<file path="src/core/smv_regs.vh">
// Purpose: Offsets, fields, reset values and counts for the serial mode
//          and master volume register bank.
// Assumes: Registers are 8 bits wide and reached through index/data ports.
// Notes:   Definitions only.
`ifndef SMV_REGS_VH
`define SMV_REGS_VH

// ==========================================================
// Host port selects
`define SMV_PORT_INDEX      1'b0
`define SMV_PORT_DATA       1'b1

// ==========================================================
// Register indices
`define SMV_IDX_OUT_CTRL    8'h44
`define SMV_IDX_ANALOG      8'h46
`define SMV_IDX_MISC        8'h48
`define SMV_IDX_FILT_DIV    8'h4c
`define SMV_IDX_FORMAT      8'h4e
`define SMV_IDX_LEFT_VOL    8'h60
`define SMV_IDX_RIGHT_VOL   8'h62
`define SMV_IDX_VOL_CTRL    8'h64
`define SMV_IDX_VOL_CLEAR   8'h66

// ==========================================================
// Field positions
`define SMV_OUT_OVR_BIT     7
`define SMV_ANA_OVR_BIT     7
`define SMV_ANA_LADC_BIT    5
`define SMV_ANA_RADC_BIT    4
`define SMV_ANA_DXO_BIT     1
`define SMV_ANA_DXI_BIT     0
`define SMV_MISC_FORCE_BIT  7
`define SMV_MISC_2COMP_BIT  6
`define SMV_MISC_SRST_BIT   5
`define SMV_MISC_SYNTH_BIT  4
`define SMV_MISC_POL_BIT    3
`define SMV_FILT_OVR_BIT    7
`define SMV_FMT_TXLEN_BIT   5
`define SMV_FMT_TXST_BIT    4
`define SMV_FMT_RXLEN_BIT   1
`define SMV_FMT_RXST_BIT    0
`define SMV_VC_MIDI_BIT     6
`define SMV_VC_HVMASK_BIT   1
`define SMV_VC_LEGDIS_BIT   0

// ==========================================================
// Reset values and codes
`define SMV_RESET_BYTE      8'h00
`define SMV_SPK_MUTE        3'h0
`define SMV_SPK_RESERVED    3'h7
`define SMV_SRC_NONE        2'h0
`define SMV_SRC_FIFO        2'h1
`define SMV_SRC_LEFT        2'h2
`define SMV_SRC_RIGHT       2'h3
`define SMV_WORD_LONG       5'h10
`define SMV_WORD_SHORT      5'h08
`define SMV_DIV_BASE        5'h10

`endif

</file>
<file path="src/core/smv_serial_regs.v">
// Purpose: Serial mode and master volume register bank with the serial
//          framing, filter clock divider and interrupt gating it steers.
// Assumes: Host reaches registers by an index port and a data port; all
//          link pins are asynchronous and are sampled on i_clk.
// Notes:   Internal sample words are two's complement, MSB aligned.
//
// Contract
// - Output override in serial mode takes volume from low four bits.
// - Speaker source field applies in every mode, with code 111 forced to mute code 000; 001-011 duplex monitors.
// - Analog override makes low six bits effective only in serial mode.
// - Direction bit one means ADC, zero means DAC, per channel.
// - Duplex output to right filter pin, duplex input to left ADC.
// - Force bit sets serial mode; otherwise serial mode follows the pin.
// - Format bit set means two's complement data, clear means unsigned.
// - Serial reset clears toggles, blocks duplex output, zeroes shifters.
// - Synth enable lets external synth take FM DACs on activity.
// - Polarity bit set makes both frame syncs active low.
// - Filter override in serial mode divides serial clock for filter clock.
// - Low nibble is negative divisor; 02h divides by fourteen.
// - Transmit source: zero code, FIFO, left or stereo ADC, right ADC.
// - Word length is sixteen bits when length bit set, else eight.
// - Stereo words alternate channels, left before right.
// - Receive target: zero, FIFO, DAC, FM DAC; mono right data, left complement.
// - Volume counters hold mute bit six, volume five to zero, bit seven zero.
// - MIDI mask ANDs the MIDI request; reset clears the mask.
// - Read-only bit shows pending hardware volume request.
// - Volume mask gates request before OR into first audio request.
// - Legacy volume writes go to both counters unless disabled.
// - A write to the clear register drops the pending volume request unless a new event arrives in the same cycle.
// - Registers are reached by index port then data port.
`include "smv_regs.vh"
`timescale 1ns/1ps
`default_nettype none

module smv_serial_regs (
	input  wire        i_clk,
	input  wire        i_reset_n,
	// Host index/data ports
	input  wire        i_port_sel,
	input  wire        i_wr,
	input  wire        i_rd,
	input  wire [7:0]  i_wdata,
	output reg  [7:0]  o_rdata,
	// Legacy master volume write strobe
	input  wire        i_legacy_vol_wr,
	input  wire [7:0]  i_legacy_vol_data,
	// Interrupt sources
	input  wire        i_hardware_volume_event,
	input  wire        i_midi_irq,
	input  wire        i_audio1_irq,
	output wire        o_midi_irq,
	output wire        o_audio1_irq,
	// Pins
	input  wire        i_serial_mode_select_pin,
	input  wire        i_serial_clk_pin,
	input  wire        i_receive_frame_sync,
	input  wire        i_transmit_frame_sync,
	input  wire        i_serial_rx_data_pin,
	output reg         o_serial_tx_data_pin,
	input  wire        i_ext_synth_clk_pin,
	input  wire        i_ext_synth_data_pin,
	// Analog and mixer controls
	output wire        o_serial_mode,
	output wire        o_out_volume_override,
	output wire [3:0]  o_out_volume,
	output reg  [2:0]  o_speaker_src,
	output wire        o_analog_override,
	output wire        o_left_adc_mode,
	output wire        o_right_adc_mode,
	output wire        o_analog_route_bit_high,
	output wire        o_analog_route_bit_low,
	output wire        o_duplex_analog_output_en,
	output wire        o_duplex_analog_input_en,
	output wire        o_ext_synth_owns_fm,
	output reg         o_filter_clk_en,
	output wire [5:0]  o_left_master_vol,
	output wire        o_left_master_mute,
	output wire [5:0]  o_right_master_vol,
	output wire        o_right_master_mute,
	// Transmit sources
	input  wire [15:0] i_tx_fifo_data,
	input  wire [15:0] i_left_adc_data,
	input  wire [15:0] i_right_adc_data,
	output reg         o_tx_load,
	// Received words
	output reg  [15:0] o_rx_left_data,
	output reg  [15:0] o_rx_right_data,
	output reg         o_rx_valid,
	output reg  [1:0]  o_rx_target
);

	// ==========================================================
	// Helpers

	// Bits in a serial word
	function [4:0] word_len;
		input long_word;
		begin
			word_len = long_word ? `SMV_WORD_LONG : `SMV_WORD_SHORT;
		end
	endfunction

	// Toggle the sign bit between unsigned and two's complement
	function [15:0] fix_format;
		input [15:0] w;
		input        twos;
		begin
			fix_format = twos ? w : {~w[15], w[14:0]};
		end
	endfunction

	// ==========================================================
	// Reset release

	reg        rst_s1_q;
	reg        rst_n_q;

	// Asynchronous assert, synchronous release
	always @(posedge i_clk or negedge i_reset_n) begin
		if (!i_reset_n) begin
			rst_s1_q <= 1'b0;
			rst_n_q  <= 1'b0;
		end else begin
			rst_s1_q <= 1'b1;
			rst_n_q  <= rst_s1_q;
		end
	end

	// ==========================================================
	// Pin synchronisers

	wire [6:0] pins_raw = {i_ext_synth_data_pin, i_ext_synth_clk_pin, i_serial_rx_data_pin,
		i_transmit_frame_sync, i_receive_frame_sync, i_serial_clk_pin, i_serial_mode_select_pin};
	reg  [6:0] pins_s1_q;
	reg  [6:0] pins_s2_q;
	reg  [6:0] pins_s3_q;

	// Two flops, plus a third for edge detection
	always @(posedge i_clk or negedge rst_n_q) begin
		if (!rst_n_q) begin
			pins_s1_q <= 7'h00;
			pins_s2_q <= 7'h00;
			pins_s3_q <= 7'h00;
		end else begin
			pins_s1_q <= pins_raw;
			pins_s2_q <= pins_s1_q;
			pins_s3_q <= pins_s2_q;
		end
	end

	wire se_pin   = pins_s2_q[0];
	wire sclk_r   = pins_s2_q[1] & ~pins_s3_q[1];
	wire fsr_pin  = pins_s2_q[2];
	wire fsx_pin  = pins_s2_q[3];
	wire rxd_pin  = pins_s2_q[4];
	wire synth_act = (pins_s2_q[5] ^ pins_s3_q[5]) | (pins_s2_q[6] ^ pins_s3_q[6]);

	// ==========================================================
	// Register file

	reg [7:0] index_q;
	reg [7:0] out_ctrl_q;
	reg [6:0] analog_q;
	reg [4:0] misc_q;
	reg [4:0] filt_q;
	reg [7:0] format_q;
	reg [6:0] left_vol_q;
	reg [6:0] right_vol_q;
	reg [2:0] vol_ctrl_q;
	reg       hv_pend_q;

	wire data_wr = i_wr && (i_port_sel == `SMV_PORT_DATA);
	wire legacy_ok = i_legacy_vol_wr && !vol_ctrl_q[`SMV_VC_LEGDIS_BIT];
	wire clr_wr = data_wr && (index_q == `SMV_IDX_VOL_CLEAR);

	// Index latch and data writes
	always @(posedge i_clk or negedge rst_n_q) begin
		if (!rst_n_q) begin
			index_q     <= `SMV_RESET_BYTE;
			out_ctrl_q  <= `SMV_RESET_BYTE;
			analog_q    <= 7'h00;
			misc_q      <= 5'h00;
			filt_q      <= 5'h00;
			format_q    <= `SMV_RESET_BYTE;
			left_vol_q  <= 7'h00;
			right_vol_q <= 7'h00;
			vol_ctrl_q  <= 3'h0;
		end else begin
			if (i_wr && (i_port_sel == `SMV_PORT_INDEX)) begin
				index_q <= i_wdata;
			end
			if (legacy_ok) begin
				left_vol_q  <= {1'b0, i_legacy_vol_data[7:4], i_legacy_vol_data[7:6]};
				right_vol_q <= {1'b0, i_legacy_vol_data[3:0], i_legacy_vol_data[3:2]};
			end
			if (data_wr) begin
				case (index_q)
				`SMV_IDX_OUT_CTRL:  out_ctrl_q  <= i_wdata;
				`SMV_IDX_ANALOG:    analog_q    <= {1'b0, i_wdata[5:0]};
				`SMV_IDX_MISC:      misc_q      <= i_wdata[7:3];
				`SMV_IDX_FILT_DIV:  filt_q      <= {i_wdata[7], i_wdata[3:0]};
				`SMV_IDX_FORMAT:    format_q    <= i_wdata;
				`SMV_IDX_LEFT_VOL:  left_vol_q  <= i_wdata[6:0];
				`SMV_IDX_RIGHT_VOL: right_vol_q <= i_wdata[6:0];
				`SMV_IDX_VOL_CTRL:  vol_ctrl_q  <= {i_wdata[6], i_wdata[1:0]};
				default:            ;
				endcase
			end
		end
	end

	// Analog override bit kept apart from the low seven bits
	reg analog_ovr_q;
	always @(posedge i_clk or negedge rst_n_q) begin
		if (!rst_n_q) begin
			analog_ovr_q <= 1'b0;
		end else if (data_wr && (index_q == `SMV_IDX_ANALOG)) begin
			analog_ovr_q <= i_wdata[`SMV_ANA_OVR_BIT];
		end
	end

	// Pending volume request; a new event beats a clear
	always @(posedge i_clk or negedge rst_n_q) begin
		if (!rst_n_q) begin
			hv_pend_q <= 1'b0;
		end else if (i_hardware_volume_event) begin
			hv_pend_q <= 1'b1;
		end else if (clr_wr) begin
			hv_pend_q <= 1'b0;
		end
	end

	// Read data, one cycle after the read strobe
	always @(posedge i_clk or negedge rst_n_q) begin
		if (!rst_n_q) begin
			o_rdata <= `SMV_RESET_BYTE;
		end else if (i_rd) begin
			if (i_port_sel == `SMV_PORT_INDEX) begin
				o_rdata <= index_q;
			end else begin
				case (index_q)
				`SMV_IDX_OUT_CTRL:  o_rdata <= out_ctrl_q;
				`SMV_IDX_ANALOG:    o_rdata <= {analog_ovr_q, analog_q};
				`SMV_IDX_MISC:      o_rdata <= {misc_q, 3'h0};
				`SMV_IDX_FILT_DIV:  o_rdata <= {filt_q[4], 3'h0, filt_q[3:0]};
				`SMV_IDX_FORMAT:    o_rdata <= format_q;
				`SMV_IDX_LEFT_VOL:  o_rdata <= {1'b0, left_vol_q};
				`SMV_IDX_RIGHT_VOL: o_rdata <= {1'b0, right_vol_q};
				`SMV_IDX_VOL_CTRL:  o_rdata <= {1'b0, vol_ctrl_q[2], 1'b0, hv_pend_q,
					2'h0, vol_ctrl_q[1:0]};
				default:            o_rdata <= `SMV_RESET_BYTE;
				endcase
			end
		end
	end

	// ==========================================================
	// Mode and analog controls

	wire serial_mode = misc_q[4] | se_pin;
	wire twos        = misc_q[3];
	wire srst        = misc_q[2];
	wire polarity    = misc_q[0];
	wire ana_on      = analog_ovr_q & serial_mode;

	assign o_serial_mode         = serial_mode;
	assign o_out_volume_override = out_ctrl_q[`SMV_OUT_OVR_BIT] & serial_mode;
	assign o_out_volume          = out_ctrl_q[3:0];
	assign o_analog_override     = ana_on;
	assign o_left_adc_mode       = ana_on & analog_q[`SMV_ANA_LADC_BIT];
	assign o_right_adc_mode      = ana_on & analog_q[`SMV_ANA_RADC_BIT];
	assign o_analog_route_bit_high = ana_on & analog_q[3];
	assign o_analog_route_bit_low  = ana_on & analog_q[2];
	assign o_duplex_analog_output_en = ana_on & analog_q[`SMV_ANA_DXO_BIT] & ~srst;
	assign o_duplex_analog_input_en  = ana_on & analog_q[`SMV_ANA_DXI_BIT];

	assign o_left_master_vol   = left_vol_q[5:0];
	assign o_left_master_mute  = left_vol_q[6];
	assign o_right_master_vol  = right_vol_q[5:0];
	assign o_right_master_mute = right_vol_q[6];

	// Interrupt gating
	assign o_midi_irq   = i_midi_irq & vol_ctrl_q[2];
	assign o_audio1_irq = i_audio1_irq | (hv_pend_q & vol_ctrl_q[1]);

	// Speaker source, reserved code forced to mute
	always @* begin
		o_speaker_src = out_ctrl_q[6:4];
		if (out_ctrl_q[6:4] == `SMV_SPK_RESERVED) begin
			o_speaker_src = `SMV_SPK_MUTE;
		end
	end

	// ==========================================================
	// External synthesizer acquisition

	reg synth_q;
	always @(posedge i_clk or negedge rst_n_q) begin
		if (!rst_n_q) begin
			synth_q <= 1'b0;
		end else if (!misc_q[1]) begin
			synth_q <= 1'b0;
		end else if (synth_act) begin
			synth_q <= 1'b1;
		end
	end
	assign o_ext_synth_owns_fm = synth_q;

	// ==========================================================
	// Filter clock divider

	reg  [4:0] fdiv_q;
	wire [4:0] fdiv_n = `SMV_DIV_BASE - {1'b0, filt_q[3:0]};
	wire       fdiv_on = filt_q[4] & serial_mode;

	// One pulse per divisor count of serial clock edges
	always @(posedge i_clk or negedge rst_n_q) begin
		if (!rst_n_q) begin
			fdiv_q          <= 5'h00;
			o_filter_clk_en <= 1'b0;
		end else begin
			o_filter_clk_en <= 1'b0;
			if (!fdiv_on) begin
				fdiv_q <= 5'h00;
			end else if (sclk_r) begin
				if (fdiv_q + 5'h01 >= fdiv_n) begin
					fdiv_q          <= 5'h00;
					o_filter_clk_en <= 1'b1;
				end else begin
					fdiv_q <= fdiv_q + 5'h01;
				end
			end
		end
	end

	// ==========================================================
	// Receive framing

	wire       fsr_act = fsr_pin ^ polarity;
	wire       fsx_act = fsx_pin ^ polarity;
	wire [1:0] rx_tgt  = format_q[3:2];
	wire       rx_long = format_q[`SMV_FMT_RXLEN_BIT];
	wire       rx_st   = format_q[`SMV_FMT_RXST_BIT];
	reg [15:0] rx_sh_q;
	reg [4:0]  rx_cnt_q;
	reg        rx_busy_q;
	reg        rx_right_q;
	wire [15:0] rx_word = rx_long ? {rx_sh_q[14:0], rxd_pin} : {rx_sh_q[6:0], rxd_pin, 8'h00};
	wire [15:0] rx_fix  = fix_format(rx_word, twos);

	// Shift in MSB first, deliver at word end
	always @(posedge i_clk or negedge rst_n_q) begin
		if (!rst_n_q) begin
			rx_sh_q         <= 16'h0000;
			rx_cnt_q        <= 5'h00;
			rx_busy_q       <= 1'b0;
			rx_right_q      <= 1'b0;
			o_rx_valid      <= 1'b0;
			o_rx_target     <= `SMV_SRC_NONE;
			o_rx_left_data  <= 16'h0000;
			o_rx_right_data <= 16'h0000;
		end else begin
			o_rx_valid <= 1'b0;
			if (srst) begin
				rx_sh_q    <= 16'h0000;
				rx_cnt_q   <= 5'h00;
				rx_busy_q  <= 1'b0;
				rx_right_q <= 1'b0;
			end else if (sclk_r) begin
				if (rx_busy_q) begin
					rx_sh_q  <= {rx_sh_q[14:0], rxd_pin};
					rx_cnt_q <= rx_cnt_q + 5'h01;
					if (rx_cnt_q + 5'h01 == word_len(rx_long)) begin
						rx_busy_q <= 1'b0;
						rx_sh_q   <= 16'h0000;
						if (rx_tgt != `SMV_SRC_NONE) begin
							o_rx_valid  <= 1'b1;
							o_rx_target <= rx_tgt;
							if (rx_st) begin
								rx_right_q <= ~rx_right_q;
								if (rx_right_q) begin
									o_rx_right_data <= rx_fix;
								end else begin
									o_rx_left_data <= rx_fix;
								end
							end else begin
								o_rx_right_data <= rx_fix;
								o_rx_left_data  <= ~rx_fix;
							end
						end
					end
				end else if (fsr_act) begin
					rx_busy_q <= 1'b1;
					rx_cnt_q  <= 5'h00;
				end
			end
		end
	end

	// ==========================================================
	// Transmit framing

	wire [1:0] tx_src  = format_q[7:6];
	wire       tx_long = format_q[`SMV_FMT_TXLEN_BIT];
	wire       tx_st   = format_q[`SMV_FMT_TXST_BIT];
	reg [15:0] tx_sh_q;
	reg [4:0]  tx_cnt_q;
	reg        tx_busy_q;
	reg        tx_right_q;
	reg [15:0] tx_pick;

	// Source selection for the next word
	always @* begin
		case (tx_src)
		`SMV_SRC_FIFO:  tx_pick = i_tx_fifo_data;
		`SMV_SRC_LEFT:  tx_pick = (tx_st && tx_right_q) ? i_right_adc_data : i_left_adc_data;
		`SMV_SRC_RIGHT: tx_pick = i_right_adc_data;
		default:        tx_pick = 16'h0000;
		endcase
	end

	// Load on sync, shift out MSB first
	always @(posedge i_clk or negedge rst_n_q) begin
		if (!rst_n_q) begin
			tx_sh_q              <= 16'h0000;
			tx_cnt_q             <= 5'h00;
			tx_busy_q            <= 1'b0;
			tx_right_q           <= 1'b0;
			o_tx_load            <= 1'b0;
			o_serial_tx_data_pin <= 1'b0;
		end else begin
			o_tx_load <= 1'b0;
			if (srst) begin
				tx_sh_q              <= 16'h0000;
				tx_cnt_q             <= 5'h00;
				tx_busy_q            <= 1'b0;
				tx_right_q           <= 1'b0;
				o_serial_tx_data_pin <= 1'b0;
			end else if (sclk_r) begin
				if (tx_busy_q) begin
					o_serial_tx_data_pin <= tx_sh_q[15];
					tx_sh_q              <= {tx_sh_q[14:0], 1'b0};
					tx_cnt_q             <= tx_cnt_q + 5'h01;
					if (tx_cnt_q + 5'h01 == word_len(tx_long)) begin
						tx_busy_q <= 1'b0;
					end
				end else if (fsx_act) begin
					tx_busy_q <= 1'b1;
					tx_cnt_q  <= 5'h00;
					o_tx_load <= (tx_src != `SMV_SRC_NONE);
					tx_sh_q   <= (tx_src == `SMV_SRC_NONE) ? 16'h0000 : fix_format(tx_pick, twos);
					if (tx_st) begin
						tx_right_q <= ~tx_right_q;
					end
				end
			end
		end
	end

endmodule // smv_serial_regs

`default_nettype wire

</file>
<file path="config.mk">
export PLATFORM = sky130hd
export DESIGN_NAME = smv_serial_regs
export DESIGN_NICKNAME = d
export VERILOG_FILES = /design/src/core/smv_serial_regs.v
export VERILOG_INCLUDE_DIRS = /design/src /design/src/core
export SDC_FILE = /design/constraint.sdc
export NUM_CORES = 1
export LEC_CHECK = 0
export ABC_AREA = 0
export BUFFER_PORTS_ARGS = -buffer_cell sky130_fd_sc_hd__buf_2
export CORE_AREA = 3 3 136 138
export CTS_BUF_LIST = sky130_fd_sc_hd__clkbuf_8 sky130_fd_sc_hd__clkbuf_16
export DETAILED_ROUTE_END_ITERATION = 12
export DIE_AREA = 0 0 139 141
export GPL_TIMING_DRIVEN = 0
export PLACE_DENSITY = 0.74
export SETUP_SLACK_MARGIN = 0.02
export SYNTH_ARGS = -nofsm -noshare
export SYNTH_HDL_FRONTEND = slang
export SYNTH_SLANG_ARGS = --single-unit
</file>
<file path="constraint.sdc">
create_clock -name i_clk -period 9.28 [get_ports i_clk]
set_input_delay 0.464 -clock i_clk [delete_from_list [all_inputs] [get_ports i_clk]]
set_output_delay 0.464 -clock i_clk [all_outputs]
set_load 0.005 [all_outputs]
</file>
==> results of run 1 <==
[metal layers]
metal	track usage, %	share of wire (%)
met1	32.2	44
met5	0	0
met3	4.58	5.2
met4	7.16	2.5
met2	38.0	48
[sequential cells by signal, summed over array words and instances, names as in the netlist, 6 cells and up]
name	flops
o_rx_left_data	16
analog_q	6
out_ctrl_q	8
o_rdata	8
left_vol_q	7
tx_sh_q	16
pins_s2_q	7
format_q	8
o_rx_right_data	16
rx_sh_q	15
right_vol_q	7
pins_s1_q	7
index_q	8
[cells in the final DEF, fill, tap and decap left out, drive strengths merged, types with 3 or more instances in the layout]
master,synthesis,final
buf,21,181
and2,21,21
a22oi,31,31
ha,9,9
nor2,33,33
nand2b,7,7
a32o,6,6
a22o,34,34
a21o,4,4
a21boi,5,5
mux2i,14,14
dfrtp,175,175
o21ai,66,66
xor2,10,10
and3,8,8
o211ai,17,17
mux2,77,77
o22ai,6,6
a21oi,49,49
nand4b,8,8
inv,17,21
nand3,40,40
xnor2,7,7
a221oi,4,4
nand4,9,9
nand2,48,48
clkbuf,32,51
nor3,11,11
clkinv,0,4
a31oi,3,3
or3,5,5
nor2b,9,9
clkinvlp,0,3
[power by group through the flow]
stage	clock network, mW	logic, mW	registers, mW
floorplan	0	0.246	0.930
global placement	0	0.336	0.956
detailed placement	0	0.360	0.948
CTS	0.711	0.364	0.936
global route	0.741	0.403	0.950
finish	0.703	0.363	0.937
[layout make-up]
cell class	instances	area [µm²]
tap	225	282
inverter	17	63.8
sequential	175	4380
timing repair buffer	161	856
antenna	1	2.50
clock buffer	19	453
fill	1481	6880
clock inverter	13	123
multi-input combinational	565	4000
buffer	53	255
[through the flow]
stage	setup WS (ns)	util, %
finish	6.73	60.2
global route	6.59	60.2
CTS	6.78	60.2
detailed placement	6.78	56.8
global placement	2.12	56.5
floorplan	4.04	-
[critical path, delay by kind of cell, from the launching register on]
kind	cells	cell delay, ns
AOI/OAI and AO/OA	3	1.33
DFF	1	0.45
and+or+nand+nor	2	0.68
[kinds of logic after synthesis]
group / after synthesis / share of synthesized area, %
AO/OA/AOI/OAI: 236 / 17.8
AND/OR/NAND/NOR: 211 / 13.0
flip-flops: 175 / 50.3
multiplexers: 91 / 12.0
buffers and inverters: 70 / 3.67
XOR/XNOR: 17 / 1.80
adder cells (fa/ha/maj): 9 / 1.29
other: 1 / 0.0431
[worst max-delay path by stage]
stage | to | cells after the start | slack [ns] | startpoint
after detailed placement | o_rdata[7] | 5 | 6.78 | index_q[7]
after global routing | o_rdata[7] | 5 | 6.59 | index_q[7]
after global placement | o_tx_load | 0 | 2.12 | rst_n_q
after floorplan | analog_ovr_q | 0 | 4.04 | rst_n_q
final | o_rdata[7] | 5 | 6.73 | index_q[7]
after CTS | o_rdata[7] | 5 | 6.78 | index_q[7]
[what timing repair did]
item / CTS / global route
hold buffers: 1 / 0
setup buffers: 0 / 0
endpoints found under the hold margin: 2 / 0
==> run_results.csv, run 1 <==
group,metric,value,unit
outcome,status,"completed",
timing,grt_setup_unrepaired,"false",
layout,final_area,0.0104,mm²
global_route,grtUsageTotal,23.4,%
critical_path,slowest_delay,0.73,ns
timing,clock_skew,0.00852,ns
synthesis,synth_top_area_share,50.3,%
critical_path,start_kind,"flip-flop",
critical_path,crit-reg2reg-launch,"index_q[7]",
synthesis,synth_area,0.00870,mm²
cts,insertion_delay,0.43,ns
layout,fin_cells,1229,
routing,drc,0,
synthesis,synth_common_cells,"dfrtp_1 (175), mux2_2 (67), o21ai_0 (65)",
timing,tns,0,ns
floorplan,die_height,141,µm
synthesis,yosys_warnings,0,
critical_path,reg2regPathDepth,5,
critical_path,end_kind,"flip-flop",
synthesis,syn_nets,899,
timing,relSlewSlack,45.6,%
critical_path,r2r_slack,6.73,ns
routing,postRouteAntennaNets,0,
timing,tightest_slew,0.814,ns
synthesis,synth.ff_latch_count,175,
floorplan,die_area,0.0196,mm²
cts,clk_pin_slew,0.06,ns
timing,fin_hold_ws,0.139,ns
routing,firstDrtPassIters,5,
global_route,grt.overflow.total,0,
floorplan,coreArea,0.0173,mm²
run,drv_cap,0,
synthesis,ys_types,59,
pwr,p_sw,583,µW
routing,via_per_inst,5.84,
pwr,cellPowerDensity,192,mW/mm²
routing,vias,7176,
pwr,vdd_drop_max,0.150,mV
timing,fmax,393,MHz
synthesis,yosys.area.top_type,"dfrtp_1",
routing,drt_iter0_drc,700,
timing,maxSlewViolCount,0,
cts,cts_sinks,175,
synthesis,synthArstFlopShare,100,%
critical_path,crit_required,9.63,ns
floorplan,row_count,48,
global_route,grt_pass1_wl,36900,µm
pwr,comb_power_share,18.1,%
global_route,antenna_found_initial,1,
pwr,internal_power,1.42,mW
critical_path,crit_slowest_cell,"a2111oi_2",
layout,syn_to_final_growth,19.8,%
critical_path,crit_chain,"nor3b_1, nand3_1, a2111oi_2, o21ai_0, a31oi_1",
placement,place_congestion,0.975,
cts,clock_path_buffers,2,
floorplan,die_x,139,µm
cts,postCtsResizedCells,0,
routing,routed_wl,23200,µm
routing,wl_per_cell,18.8,µm
cts,numCtsBuffers,17,
pwr,swShare,29.1,%
critical_path,crit_type,"reg2reg",
timing,setup_viol,0,
critical_path,arrival,2.89,ns
layout,layout.nets,1079,
synthesis,synth_flop_cell,"dfrtp_1",
floorplan,initial_core_util,50.3,%
critical_path,reg2reg_to,"o_rdata[7]",
synthesis,synthCells,810,
placement,placed_cells,1195,
floorplan,ios,159,
min_path,hold_start,"i_ext_synth_clk_pin",
pwr,power_leakage,4.91,nW
timing,timing.final.crit_share,27.4,%
synthesis,yosysSeqAreaShare,50.3,%
min_path,whs_path_depth,1,
placement,numPortBuffers,158,
timing,hold_viol,0,
pwr,power.total,2.00,mW
global_route,grt_pass1_vias,6971,
pwr,seq_power_share,46.8,%
placement,place_area,0.00983,mm²
critical_path,crit_path_max_fanout,7,
min_path,hp-class,"in2reg",
min_path,holdPathEnd,"pins_s1_q[5]",
placement,dp_hpwl,17000,µm
cts,cts_tree,"built",
synthesis,synth_most_common_cell,"dfrtp_1",
timing,min_period,2.55,ns
global_route,grt_max_degree,67,
pwr,clock_power_share,35.1,%
cts,htree_num_levels,4,
layout,drive_above_1_share,29.3,%
synthesis,synth_edf_count,0,
synthesis,avgSynthCellArea,10.7,µm²
synthesis,yosys-top-cells-area,"dfrtp_1 (50%), mux2_2 (8.7%), o21ai_0 (3.7%)",
cts,clockRootBuffer,"clkbuf_16",
Power figures use the tool's default switching activity.
==> run 2: changes to the inputs <==
--- a/config.mk
+++ b/config.mk
@@ -6,14 +6,14 @@
 export SDC_FILE = /design/constraint.sdc
 export NUM_CORES = 1
 export LEC_CHECK = 0
-export ABC_AREA = 0
+export ABC_AREA = 1
 export BUFFER_PORTS_ARGS = -buffer_cell sky130_fd_sc_hd__buf_2
-export CORE_AREA = 3 3 136 138
+export CORE_AREA = 3 3 137 139
 export CTS_BUF_LIST = sky130_fd_sc_hd__clkbuf_8 sky130_fd_sc_hd__clkbuf_16
 export DETAILED_ROUTE_END_ITERATION = 12
-export DIE_AREA = 0 0 139 141
+export DIE_AREA = 0 0 140 142
 export GPL_TIMING_DRIVEN = 0
-export PLACE_DENSITY = 0.74
+export PLACE_DENSITY = 0.77
 export SETUP_SLACK_MARGIN = 0.02
 export SYNTH_ARGS = -nofsm -noshare
 export SYNTH_HDL_FRONTEND = slang
==> constraint.sdc (replaced) <==
create_clock -name i_clk -period 2.08 [get_ports i_clk]
set_input_delay 0.104 -clock i_clk [delete_from_list [all_inputs] [get_ports i_clk]]
set_output_delay 0.104 -clock i_clk [all_outputs]
set_load 0.005 [all_outputs]
==> run_results.csv, run 2 <==
group,metric,value,unit
critical_path,path_delay_family,"adder cells",
synthesis,yosys_warnings,0,
routing,wl_per_cell,14.6,µm
critical_path,crit_chain,"ha_4, nand3_2, xnor2_2, ha_1, a21oi_1, o21ai_1, nor2_2, nand2_1, nand2_1, nor2_1",
synthesis,synth_common_cells,"nand2_1 (332), dfrtp_1 (175), inv_1 (100)",
critical_path,crit_slowest_cell,"dfrtp_1",
synthesis,synth_top_area_share,49.5,%
layout,nFillCells,1577,
pwr,cellPowerDensity,825,mW/mm²
timing,timing.final.crit_share,92.5,%
routing,postRouteAntennaNets,0,
cts,clk_pin_slew,0.06,ns
critical_path,reg2regPathDepth,10,
timing,fmax,520,MHz
layout,multi_input_comb_area,0.00382,mm²
global_route,grt_max_degree,66,
floorplan,ios,159,
critical_path,crit_required,2.40,ns
synthesis,ys_types,40,
timing,clock_skew,0.00752,ns
cts,numCtsBuffers,17,
placement,place_congestion,0.957,
layout,regArea,0.00439,mm²
pwr,power_leakage,5.70,nW
cts,cts_tree,"built",
synthesis,synth_edf_count,0,
timing,setup_ws,0.156,ns
timing,hold_viol,0,
floorplan,die_x,140,µm
pwr,vdd_drop_max,0.628,mV
floorplan,row_count,49,
floorplan,die_height,142,µm
global_route,grtUsageTotal,22.8,%
critical_path,cp_num_cells,10,
synthesis,synthArstFlopShare,100,%
layout,syn_to_final_growth,22.2,%
critical_path,start_kind,"flip-flop",
critical_path,cp_num_buf_inv,0,
layout,drive_above_1_share,19.8,%
timing,setup_viol,0,
synthesis,synth_flop_cell,"dfrtp_1",
placement,numPortBuffers,156,
floorplan,die_area,0.0199,mm²
routing,drc,0,
critical_path,crit_type,"reg2reg",
synthesis,yosys.area.top_type,"dfrtp_1",
synthesis,synth_area,0.00884,mm²
timing,tns,0,ns
floorplan,coreArea,0.0178,mm²
synthesis,synth_top_family_by_area,"simple AND/OR/NAND/NOR gates",
min_path,whs_path_depth,5,
cts,clockRootBuffer,"clkbuf_16",
min_path,hold_start,"i_tx_fifo_data[11]",
critical_path,slowest_delay,0.41,ns
critical_path,crit-reg2reg-launch,"fdiv_q[1]",
cts,cts_sinks,175,
layout,final_util,60.8,%
synthesis,synth_xor_area_share,2.68,%
cts,insertion_delay,0.43,ns
synthesis,yosys-top-cells-area,"dfrtp_1 (50%), nand2_1 (14%), nand3_1 (5.1%)",
synthesis,synth_compound_area_share,10.7,%
min_path,hp-class,"in2reg",
timing,tightest_slew,0.708,ns
placement,place_area,0.00997,mm²
critical_path,crit_path_max_fanout,4,
critical_path,arrival,2.24,ns
cts,clock_path_buffers,2,
placement,dp_hpwl,16900,µm
timing,maxSlewViolCount,0,
critical_path,cp_common_cell,"nand2_1",
global_route,grt.overflow.total,0,
cts,htree_num_levels,4,
timing,min_period,1.92,ns
layout,diodes,0,
timing,relSlewSlack,52.8,%
run,drv_cap,0,
synthesis,synth.ff_latch_count,175,
critical_path,end_kind,"flip-flop",
synthesis,synth_most_common_cell,"nand2_1",
routing,firstDrtPassIters,5,
layout,final_area,0.0108,mm²
synthesis,syn_nets,1202,
layout,layout.nets,1401,
synthesis,synthSimpleGateAreaFrac,27.9,%
synthesis,synth.area.mux_share,0,%
pwr,power.total,8.91,mW
synthesis,yosysSeqAreaShare,49.5,%
layout,final_common_cell,"nand2_1",
global_route,grt_pass1_wl,37100,µm
routing,routed_wl,22700,µm
synthesis,avgSynthCellArea,7.94,µm²
routing,via_per_inst,5.27,
outcome,status,"completed",
routing,drt_iter0_drc,627,
floorplan,initial_core_util,49.7,%
global_route,antenna_found_initial,0,
synthesis,synthCells,1113,
synthesis,synth-adder-area-share,1.27,%
layout,top_regs,"o_rx_left_data: 16 flops, o_rx_right_data: 16 flops, tx_sh_q: 16 flops",
layout,final_cell_mix,"nand2_1 (331), dfrtp_1 (172), buf_2 (170), inv_1 (102), nor2_1 (91)",
global_route,grt_pass1_vias,7692,
routing,vias,8184,
placement,pre_cts_slack,0.0759,ns
critical_path,crit_path_start,"fdiv_q[1]",
==> run 2: per-stage QoR <==
| stage | instances | hold WS [ns] |
|---|---|---|
| after floorplan | 1113 | -0.192 |
| after global placement | 1498 | -0.111 |
| after detailed placement | 1500 | -0.110 |
| after CTS | 1550 | 0.00284 |
| after global routing | 1554 | 0.0196 |
| final | 1554 | 0.00627 |
==> run 2: kinds of logic (layout without fill, tap and decap cells) <==
group,after synthesis,count (layout)
adder cells (fa/ha/maj),9,9
XOR/XNOR,27,27
AO/OA/AOI/OAI,169,169
AND/OR/NAND/NOR,575,575
buffers and inverters,157,369
flip-flops,175,175
other,1,1
==> run 2: area by class of cell <==
cell class	count	area share, %
Multi-Input combinational cell	781	35.3
Clock buffer	19	4.19
Inverter	109	3.83
Timing Repair Buffer	180	9.68
Buffer	48	2.64
Tap cell	229	2.65
Sequential cell	175	40.6
Clock inverter	13	1.07
==> run 2: metal layers <==
layer	track usage (%)	routed length (µm)	vias to the layer above
met4	9.38	644	0
met3	3.73	1150	51
li1	-	-	4018
met2	37.6	11000	262
met5	0	0	-
met1	30.4	9840	3853
==> run 2: power by group <==
group | total [mW] | leakage [nW] | internal, mW | switching [mW]
Clock | 3.04 | 0.282 | 1.71 | 1.33
Sequential | 4.13 | 2.31 | 3.78 | 0.346
Combinational | 1.74 | 3.11 | 0.670 | 1.07
==> run 2: worst paths after layout <==
| check | to | slack (ns) |
|---|---|---|
| max reg2reg | o_filter_clk_en | 0.16 |
| min reg2reg | pins_s2_q[6] | 0.35 |
| min | tx_sh_q[11] | 0.006 |
| max | o_filter_clk_en | 0.16 |
| max in group asynchronous | o_rx_left_data[13] | 0.65 |
| min in group asynchronous | right_vol_q[4] | 0.38 |
==> run 2: timing repair <==
item | in CTS | in global routing
buffers inserted | 0 | 4
hold buffers | 18 | 0
setup endpoints to repair | 0 | 31
hold endpoints to repair | 19 | 0
gates resized for setup | 0 | 19
==> run 2: worst reg2reg max path, delay by kind of cell (launching register included) <==
| kind | cells | cell delay (ns) |
|---|---|---|
| AOI/OAI and AO/OA | 2 | 0.22 |
| adders and majority gates | 2 | 0.51 |
| and+or+nand+nor | 5 | 0.50 |
| DFF | 1 | 0.41 |
| xor gates and xnor gates | 1 | 0.16 |
